--- config.mk ---
export PLATFORM = sky130hd
export DESIGN_NAME = relay_matrix_interrupt
export DESIGN_NICKNAME = d
export VERILOG_FILES = /design/src/hw/relay_seq_pkg.sv /design/src/hw/relay_matrix_interrupt.sv
export SDC_FILE = /design/constraint.sdc
export NUM_CORES = 1
export LEC_CHECK = 0
export BUFFER_PORTS_ARGS = -buffer_cell sky130_fd_sc_hd__buf_4
export CAP_MARGIN = 20
export CORE_ASPECT_RATIO = 1.25
export CORE_MARGIN = 1.5
export CORE_UTILIZATION = 40
export CTS_BUF_LIST = sky130_fd_sc_hd__clkbuf_2
export DETAILED_ROUTE_END_ITERATION = 6
export HOLD_SLACK_MARGIN = 0.1
export MAX_ROUTING_LAYER = met4
export PLACE_DENSITY = 0.7
export REMOVE_ABC_BUFFERS = 1
export SYNTH_ARGS = -nofsm -noshare
export SYNTH_HDL_FRONTEND = slang
export SYNTH_SLANG_ARGS = --single-unit
--- constraint.sdc ---
create_clock -name CLK_SYS -period 8.6 [get_ports CLK_SYS]
set_clock_uncertainty 0.2 [all_clocks]
set_input_delay 0.86 -clock CLK_SYS [delete_from_list [all_inputs] [get_ports CLK_SYS]]
set_output_delay 0.86 -clock CLK_SYS [all_outputs]
set_load 0.01 [all_outputs]
--- src/hw/relay_seq_pkg.sv ---
// Purpose: Shared constants and carrier types for the relay sequencer
// Assumes: 100 MHz system clock
// Notes:   Timing counts derive from times in their own units
package relay_seq_pkg;

   localparam int CLK_HZ        = 100000000;
   localparam int DRIVE_TIME_MS = 8;
   localparam int DRIVE_CYCLES  = (CLK_HZ / 1000) * DRIVE_TIME_MS;
   localparam int QUEUE_DEPTH   = 8;
   localparam int QPTR_W        = 3;
   localparam int ROWS          = 4;
   localparam int COLS          = 4;
   localparam int CHANNELS      = 16;
   localparam int MUX_A_ROW_LAST = 1;
   localparam logic [3:0] RELAY_RESET_VALUE = 4'h0;

   // One queued row operation
   typedef struct packed {
      logic       is_close;
      logic [1:0] row;
      logic [3:0] bits;
   } row_cmd_t;

endpackage : relay_seq_pkg

--- src/hw/relay_matrix_interrupt.sv ---
// Purpose: Queue row commands, drive each for a fixed time, flag completion
// Assumes: Command strobe comes from logic on CLK_SYS
// Notes:   Queue full drops the write; host must poll CMD_FULL first
//
// What this block does
// RL1: Interrupt only when enable bit is set
// RL2: Interrupt after final queued operation completes
// RL3: Drive each row operation for 8 ms
// RL4: Complete only when timer expired, queue empty
// RL5: Spaced commands give one interrupt each
// RL6: Row r, column c is channel 4r+c
// RL7: Rows 0-1 mux A, rows 2-3 mux B
// RL8: Queue holds eight pending row operations
// RL9: Close ones, open zeros, others untouched
// RL10: Host checks queue full before writing
`timescale 1ns/1ns
`default_nettype none
module relay_matrix_interrupt #(
   parameter int DRIVE_CYCLES_P = relay_seq_pkg::DRIVE_CYCLES
) (
   // Clock and reset
   input  wire logic                     CLK_SYS,
   input  wire logic                     NRST,
   // Control
   input  wire logic                     IRQ_ENABLE_BIT,
   // Command port
   input  wire logic                     CMD_WR,
   input  wire relay_seq_pkg::row_cmd_t  CMD_DATA,
   output logic                          CMD_FULL,
   output logic                          CMD_EMPTY,
   // Relay drive
   output logic                          DRIVE_ACTIVE,
   output logic [3:0]                    DRIVE_ROW_ONEHOT,
   output logic [15:0]                   CHANNEL_CLOSED,
   output logic [7:0]                    MUX_A_CLOSED,
   output logic [7:0]                    MUX_B_CLOSED,
   // Interrupt toward carrier
   output logic                          INT_REQ
);

   typedef enum logic [1:0] {IDLE, LOAD, DRIVE} seq_state_t;

   relay_seq_pkg::row_cmd_t queue_r [relay_seq_pkg::QUEUE_DEPTH];
   logic [2:0]        wptr_r;
   logic [2:0]        rptr_r;
   logic [3:0]        count_r;
   seq_state_t        state_r;
   logic [22:0]       timer_r;
   relay_seq_pkg::row_cmd_t cur_r;
   logic [15:0]       chan_r;
   logic              int_r;
   logic              active_r;
   logic [3:0]        row_oh_r;
   logic              full_r;
   logic              empty_r;

   // Channel index from row and column
   function automatic logic [3:0] chan_idx(input logic [1:0] r,
                                           input logic [1:0] c);
      chan_idx = {r, c}; // [RL6]
   endfunction : chan_idx

   wire logic push     = CMD_WR && (count_r != 4'(relay_seq_pkg::QUEUE_DEPTH));
   wire logic pop      = (state_r == IDLE) && (count_r != 4'h0);
   wire logic time_up  = (timer_r == 23'(DRIVE_CYCLES_P - 1));
   wire logic finish   = (state_r == DRIVE) && time_up;
   wire logic [3:0] cnt_nxt = count_r + 4'(push) - 4'(pop);
   wire logic [3:0] cur_row_oh = 4'h1 << cur_r.row;
   // Driven row as a mask; a wrong channel index shows up outside it
   wire logic [15:0] row_mask = {{4{row_oh_r[3]}}, {4{row_oh_r[2]}},
                                 {4{row_oh_r[1]}}, {4{row_oh_r[0]}}};

   // Apply one row operation to the relay image
   logic [15:0] chan_nxt;
   always_comb begin
      chan_nxt = chan_r;
      for (int c = 0; c < relay_seq_pkg::COLS; c++) begin
         if (cur_r.is_close && cur_r.bits[c])
            chan_nxt[chan_idx(cur_r.row, 2'(c))] = 1'b1; // [RL9]
         else if (!cur_r.is_close && !cur_r.bits[c])
            chan_nxt[chan_idx(cur_r.row, 2'(c))] = 1'b0; // [RL9]
      end
   end

   // Queue storage; a write when full is dropped
   always_ff @(posedge CLK_SYS) begin
      if (push)
         queue_r[wptr_r] <= CMD_DATA; // [RL8] [RL10]
   end

   always_ff @(posedge CLK_SYS) begin
      if (!NRST) begin
         wptr_r   <= 3'h0;
         rptr_r   <= 3'h0;
         count_r  <= 4'h0;
         full_r   <= 1'b0;
         empty_r  <= 1'b1;
      end else begin
         if (push)
            wptr_r <= wptr_r + 3'h1;
         if (pop)
            rptr_r <= rptr_r + 3'h1;
         count_r <= cnt_nxt; // [RL8]
         full_r  <= (cnt_nxt == 4'(relay_seq_pkg::QUEUE_DEPTH));
         empty_r <= (cnt_nxt == 4'h0);
      end
   end

   // Sequencer: one op at a time, timed drive
   always_ff @(posedge CLK_SYS) begin
      if (!NRST) begin
         state_r  <= IDLE;
         timer_r  <= 23'h0;
         cur_r    <= '0;
         chan_r   <= {4{relay_seq_pkg::RELAY_RESET_VALUE}};
         active_r <= 1'b0;
         row_oh_r <= 4'h0;
      end else begin
         case (state_r)
            IDLE: begin
               if (pop) begin
                  cur_r   <= queue_r[rptr_r];
                  state_r <= LOAD;
               end
            end
            LOAD: begin
               chan_r   <= chan_nxt;
               timer_r  <= 23'h0;
               active_r <= 1'b1;
               row_oh_r <= cur_row_oh;
               state_r  <= DRIVE;
            end
            DRIVE: begin
               timer_r <= timer_r + 23'h1; // [RL3]
               if (time_up) begin
                  active_r <= 1'b0;
                  row_oh_r <= 4'h0;
                  state_r  <= IDLE;
               end
            end
            default: state_r <= IDLE;
         endcase
      end
   end

   // Completion: timer done and nothing waiting; held until next op
   // starts, so back-to-back writes give one request only
   always_ff @(posedge CLK_SYS) begin
      if (!NRST)
         int_r <= 1'b0;
      else if (!IRQ_ENABLE_BIT)
         int_r <= 1'b0; // [RL1]
      else if (finish && count_r == 4'h0 && !push)
         int_r <= 1'b1; // [RL2] [RL4] [RL5]
      else if (pop)
         int_r <= 1'b0;
   end

   assign CMD_FULL         = full_r;
   assign CMD_EMPTY        = empty_r;
   assign DRIVE_ACTIVE     = active_r;
   assign DRIVE_ROW_ONEHOT = row_oh_r;
   assign CHANNEL_CLOSED   = chan_r;
   assign MUX_A_CLOSED     = chan_r[7:0];  // [RL7]
   assign MUX_B_CLOSED     = chan_r[15:8]; // [RL7]
   assign INT_REQ          = int_r;
endmodule : relay_matrix_interrupt
`default_nettype wire

# ---- Word level (Yosys, flattened, before mapping)
# Memories as Yosys holds them, arrays and structs flattened. A register that Yosys moved wholly into a read port is not among the register bits.
# Cells that the tools add are included.
dict set report classes {
  shift 1
  n_mul 0
  magnitude_cmp 8
  n_addsub 5
  n_bitwise 12
  reduce_logical 34
  muxes 28
  eq_ne 7
  n_div 0
}
# op n
set ops {}
lappend ops {{2-to-1 mux 16 bit} 8}
lappend ops {{bitwise AND 16 bit} 4}
lappend ops {{one-hot mux 23 bit (2 select lines)} 1}
lappend ops {{adder 23 x 1 -> 23 bit (second input constant)} 1}
lappend ops {{equality test 23 x 20 -> 1 bit (second input constant)} 1}
lappend ops {{< comparator 4 x 5 -> 1 bit (second input constant)} 4}
lappend ops {{logical AND 1 bit} 17}
lappend ops {{greater-or-equal comparator 4 x 1 -> 1 bit (second input constant)} 4}
lappend ops {{inverter 13 -> 16 bit} 1}
lappend ops {{inverter 14 -> 16 bit} 1}
lappend ops {{inverter 15 -> 16 bit} 1}
lappend ops {{inverter 16 bit} 1}
lappend ops {{bitwise OR 16 x 13 -> 16 bit} 1}
lappend ops {{bitwise OR 16 x 14 -> 16 bit} 1}
lappend ops {{bitwise OR 16 x 15 -> 16 bit} 1}
lappend ops {{bitwise OR 16 bit} 1}
lappend ops {{2-to-1 mux 1 bit} 9}
lappend ops {{demux 1 bit (select 2 bit)} 4}
lappend ops {{zero test 4 bit} 2}
lappend ops {{one-hot mux 4 bit (2 select lines)} 1}
lappend ops {{AND reduction 2 bit} 4}
lappend ops {{zero test 1 bit} 7}
lappend ops {{adder 3 x 1 -> 3 bit (second input constant)} 2}
lappend ops {{one-hot mux 2 bit (3 select lines)} 1}
lappend ops {{other kinds (14)} 17}
dict set report word_totals {
  rom_bits 0
  elab_cells 107
  register_bits 59
  memories 1
  ramBits 56
  input_bits 11
  out_inout_bits 40
  latchBits 0
}
# memory words width rd rd_ports_with_merged_regs wr line_no
set mem_list {}
lappend mem_list {queue_r 8 7 1 1 1 relay_matrix_interrupt.sv:43} ;# relay_seq_pkg::row_cmd_t queue_r [relay_seq_pkg::QUEUE_DEPTH];

# ---- Depth between registers and ports, before layout
dict set report depth {
  depth_word 17
  mapped_depth 14
  mapped_depth_nobuf 13
}

# ---- Worst setup path before layout
# OpenSTA, ideal clock, no wires.
dict set report synth_path {
  path_type {register -> register}
  startpoint {register count_r[2]}
  endpoint {register empty_r, in the netlist CMD_EMPTY}
  path_slack_ns 5.376
  setup_ns 0.074
  arrival_time_ns 2.950
  path_stages_with_launch 15
  cell_sequence {dfxtp_1 -> inv_1 -> ha_1 -> or3b_2 -> nand2_1 -> inv_1 -> clkbuf_1 -> ha_1 -> inv_1 -> ha_1 -> inv_1 -> fa_1 -> xnor2_1 -> or3b_2 -> o21ai_0}
}
# item line_no
set synth_lines {}
lappend synth_lines {{start, declared} relay_matrix_interrupt.sv:46} ;# logic [3:0] count_r;
lappend synth_lines {{start signal, assigned} relay_matrix_interrupt.sv:103} ;# count_r <= cnt_nxt;
lappend synth_lines {{nonzero test 4 bit} relay_matrix_interrupt.sv:64} ;# wire logic pop = (state_r == IDLE) && (count_r != 4'h0);
lappend synth_lines {{logical AND 1 bit} relay_matrix_interrupt.sv:64}
lappend synth_lines {{net pop} relay_matrix_interrupt.sv:64}
lappend synth_lines {{subtractor 4 x 1 -> 4 bit} relay_matrix_interrupt.sv:67} ;# wire logic [3:0] cnt_nxt = count_r + 4'(push) - 4'(pop);
lappend synth_lines {{zero test 4 bit} relay_matrix_interrupt.sv:105} ;# empty_r <= (cnt_nxt == 4'h0);
lappend synth_lines {{end signal, assigned} relay_matrix_interrupt.sv:105}
lappend synth_lines {{end, declared} relay_matrix_interrupt.sv:55} ;# logic empty_r;
# The timed path passes the listed nets, and every way through them passes these cells.
# A chain may end at the register's enable or synchronous reset.

# ---- Final worst setup path
dict set report layout_path {
  startpoint {register count_r[2]}
  endpoint {register full_r, in the netlist CMD_FULL}
}
dict set report layout_via {
  elab_chain_cells 5
}
# item line_no
set layout_lines {}
lappend layout_lines {{inequality test 4 bit} relay_matrix_interrupt.sv:63} ;# wire logic push = CMD_WR && (count_r != 4'(relay_seq_pkg::QUEUE_DEPTH));
lappend layout_lines {{logical AND 1 bit} relay_matrix_interrupt.sv:63}
lappend layout_lines {{adder 4 x 1 -> 4 bit} relay_matrix_interrupt.sv:67}
lappend layout_lines {{subtractor 4 x 1 -> 4 bit (*)} relay_matrix_interrupt.sv:67}
lappend layout_lines {{equality test 4 bit (*)} relay_matrix_interrupt.sv:104} ;# full_r <= (cnt_nxt == 4'(relay_seq_pkg::QUEUE_DEPTH));
lappend layout_lines {{end signal, assigned} relay_matrix_interrupt.sv:104}
lappend layout_lines {{end, declared} relay_matrix_interrupt.sv:54} ;# logic full_r;
# Every way passes the cells marked *; elsewhere a longest branch is shown, timed or not.

==> flow_metrics.env <==
export IMPL_synthCells=451
export IMPL_cts_tree="done"
export IMPL_synth_main_ff_cell="dfxtp_1"
export IMPL_min_path_type="in -> reg"
export IMPL_synth_top_family_by_area="simple AND/OR/NAND/NOR gates"
export IMPL_wl_um=10400
export IMPL_rsz0062_at_grt="no"
export IMPL_total_power_mw=1.60
export IMPL_ir_drop_mv=0.113
export IMPL_ios=51
export IMPL_synth_simple_area_share=0.138
export IMPL_ant_nets=0
export IMPL_synthMuxAreaShare=0.111
export IMPL_synth_seq_cells=122
export IMPL_postPlaceCellArea_um2=5730
export IMPL_cellLeakagePower_nw=2.15
export IMPL_dieArea_um2=13900
export IMPL_p_comb_frac=0.287
export IMPL_grt_remaining_overflow=0
export IMPL_dp_hpwl_um=7280
export IMPL_gp_congestion=0.757
export IMPL_finalWorstSetupSlack_ns=5.16
export IMPL_synth_xor_area_share=0.0265
export IMPL_crit_required_ns=8.98
export IMPL_synth_area_leaders="edfxtp_1 (32%), dfxtp_1 (25%), mux4_2 (6.0%)"
export IMPL_fp_dieW_um=106
export IMPL_switching_power_mw=0.526
export IMPL_fin_cells=673
export IMPL_critPathCaptureType="flop"
export IMPL_synth_area_um2=5300
export IMPL_synth_async_sr_flop_share=0
export IMPL_reg2reg_setup_slack_ns=5.16
export IMPL_grt_max_degree=28
export IMPL_antenna_found_initial=0
export IMPL_min_period_over_period=0.400
export IMPL_postCtsResizedCells=0
export IMPL_synth_top_cell_area_share=0.318
export IMPL_ys_warn_count=0
export IMPL_finalSetupTns_ns=0
export IMPL_crit_path_start_kind="flop"
export IMPL_dr_pass1_iters=4
export IMPL_clkPwrFrac=0.258
export IMPL_clkSinkCount=122
export IMPL_n_antenna_cell=0
export IMPL_internal_power_mw=1.08
export IMPL_clock_latency_ns=0.68
export IMPL_start_util=0.414
export IMPL_synth_cell_types=49
export IMPL_synth_compound_area_frac=0.0692
export IMPL_drv_slew=0
export IMPL_status="complete, no violations"
export IMPL_synth_edf_count=56
export IMPL_synthAdderAreaFrac=0.0416
export IMPL_setup_violations=0
export IMPL_fin_util=0.473
export IMPL_vias_per_cell=5.22
export IMPL_grt_pass1_wl_um=17600
export IMPL_ff_latch_area_um2=3000
export IMPL_numPortBuffers=50
export IMPL_multi_input_area_um2=2060
export IMPL_num_rows=46
export IMPL_cts_setup_buffers=0
export IMPL_final_area_um2=6050
export IMPL_relSlewSlack=0.339
export IMPL_fillCellCount=1154
export IMPL_hold_violations=0
export IMPL_avgSynthCellArea_um2=11.7
export IMPL_yosys_top_cells_count="dfxtp_1 (66), nor2_1 (58), edfxtp_1 (56)"
export IMPL_synth_seq_area_share=0.567
export IMPL_coreArea_um2=12800
export IMPL_drv_cap=0
export IMPL_whs_ns=0.202
export IMPL_layout_area_overhead_vs_synth_pct=14.2
export IMPL_path_max_fanout=17
export IMPL_dp_slack_ns=5.17
export IMPL_clockBufferDepth=2
export IMPL_die_h_um=132
export IMPL_drt_initial_drc_count=121
export IMPL_cts_hold_buf=0
export IMPL_placed_cells=640
export IMPL_track_usage=0.167
export IMPL_critPathKind="reg -> reg"
export IMPL_swShare=0.328
export IMPL_min_period_ns=3.44
export IMPL_drive_above_1_share=0.218
export IMPL_cts_made_buffers=17
export IMPL_h_tree_depth=4
export IMPL_clk_pin_slew_worst_paths_ns=0.18
export IMPL_clockRootBuffer="clkbuf_2"
export IMPL_worst_pin_slew_ns=0.991
export IMPL_yosysMostFrequentCell="dfxtp_1"
export IMPL_wl_per_cell_um=15.5
export IMPL_final_nets=520
export IMPL_synth_top_cell_by_area="edfxtp_1"
export IMPL_powerDensity_nw_per_um2=265
export IMPL_vias=3512
export IMPL_critPathArrivalTime_ns=3.82
export IMPL_grt_pass1_vias=3551
export IMPL_fmax_mhz=291
export IMPL_pwr_share_seq=0.455
export IMPL_drc=0
[cell usage in the layout, fill, tap and decap left out, drive strengths merged, types with 2 or more instances in the layout]
cell | synthesis | layout
nand2 | 18 | 18
nor3 | 10 | 10
inv | 15 | 18
or3b | 3 | 3
nor2 | 58 | 58
clkinv | 1 | 4
edfxtp | 56 | 56
and2 | 4 | 4
nand4 | 7 | 7
dfxtp | 66 | 66
and4 | 4 | 4
ha | 16 | 16
xnor2 | 5 | 5
clkinvlp | 0 | 4
bufinv | 0 | 4
or3 | 6 | 6
o311ai | 2 | 2
mux4 | 14 | 14
xor2 | 11 | 11
nor4 | 4 | 4
nand3 | 9 | 9
o31ai | 7 | 7
mux2i | 26 | 26
or4 | 7 | 7
buf | 19 | 55
o21ai | 20 | 20
nand2b | 9 | 9
clkbuf | 14 | 18
a21oi | 24 | 24
and3 | 3 | 3
[final cells by class]
type / instances / area share
Clock buffer: 18 / 0.0149
Inverter: 16 / 0.00993
Multi-Input combinational cell: 280 / 0.340
Clock inverter: 14 / 0.0321
Tap cell: 168 / 0.0348
Timing Repair Buffer: 55 / 0.0716
Sequential cell: 122 / 0.497
[power groups by stage]
| stage | sequential (mW) | clock [mW] | combinational, mW |
|---|---|---|---|
| finish | 0.729 | 0.414 | 0.461 |
| global route | 0.739 | 0.452 | 0.515 |
| CTS | 0.742 | 0.426 | 0.442 |
| detailed placement | 0.755 | 0 | 0.439 |
| global placement | 0.753 | 0 | 0.417 |
| floorplan | 0.738 | 0 | 0.322 |
[cells by family after synthesis]
group           count (synthesis)
compound gates                 61
flops                         122
xor+xnor                       16
mux                            41
buf+inv                        49
simple gates                  145
fa+ha+maj                      17
[per-layer routing]
layer	track usage	routed length, um	vias to the layer above
met4	0.0533	134	0
met2	0.286	5470	79
met3	0.0471	442	14
met1	0.188	4410	1705
met5	-	0	-
li1	-	-	1714
[worst max-delay path, stage by stage, from the launching register on]
cell     delay (ns)
dfxtp_1        0.33
inv_1          0.10
ha_1           0.17
or3b_2         0.48
nand2_1        0.12
inv_1          0.21
ha_1           0.34
inv_1          0.05
ha_1           0.16
inv_1          0.06
fa_1           0.40
xnor2_1        0.15
or3b_2         0.45
nor3_1         0.14
[final timing paths]
kind,startpoint,end,cells after the start
worst min-delay path,CMD_DATA[1],queue_r[7][1],1
worst min register to register,timer_r[20],timer_r[20],2
worst max-delay path,count_r[2],CMD_FULL,13
worst max register to register,count_r[2],CMD_FULL,13
No activity file was read; power rests on OpenSTA's default activity.
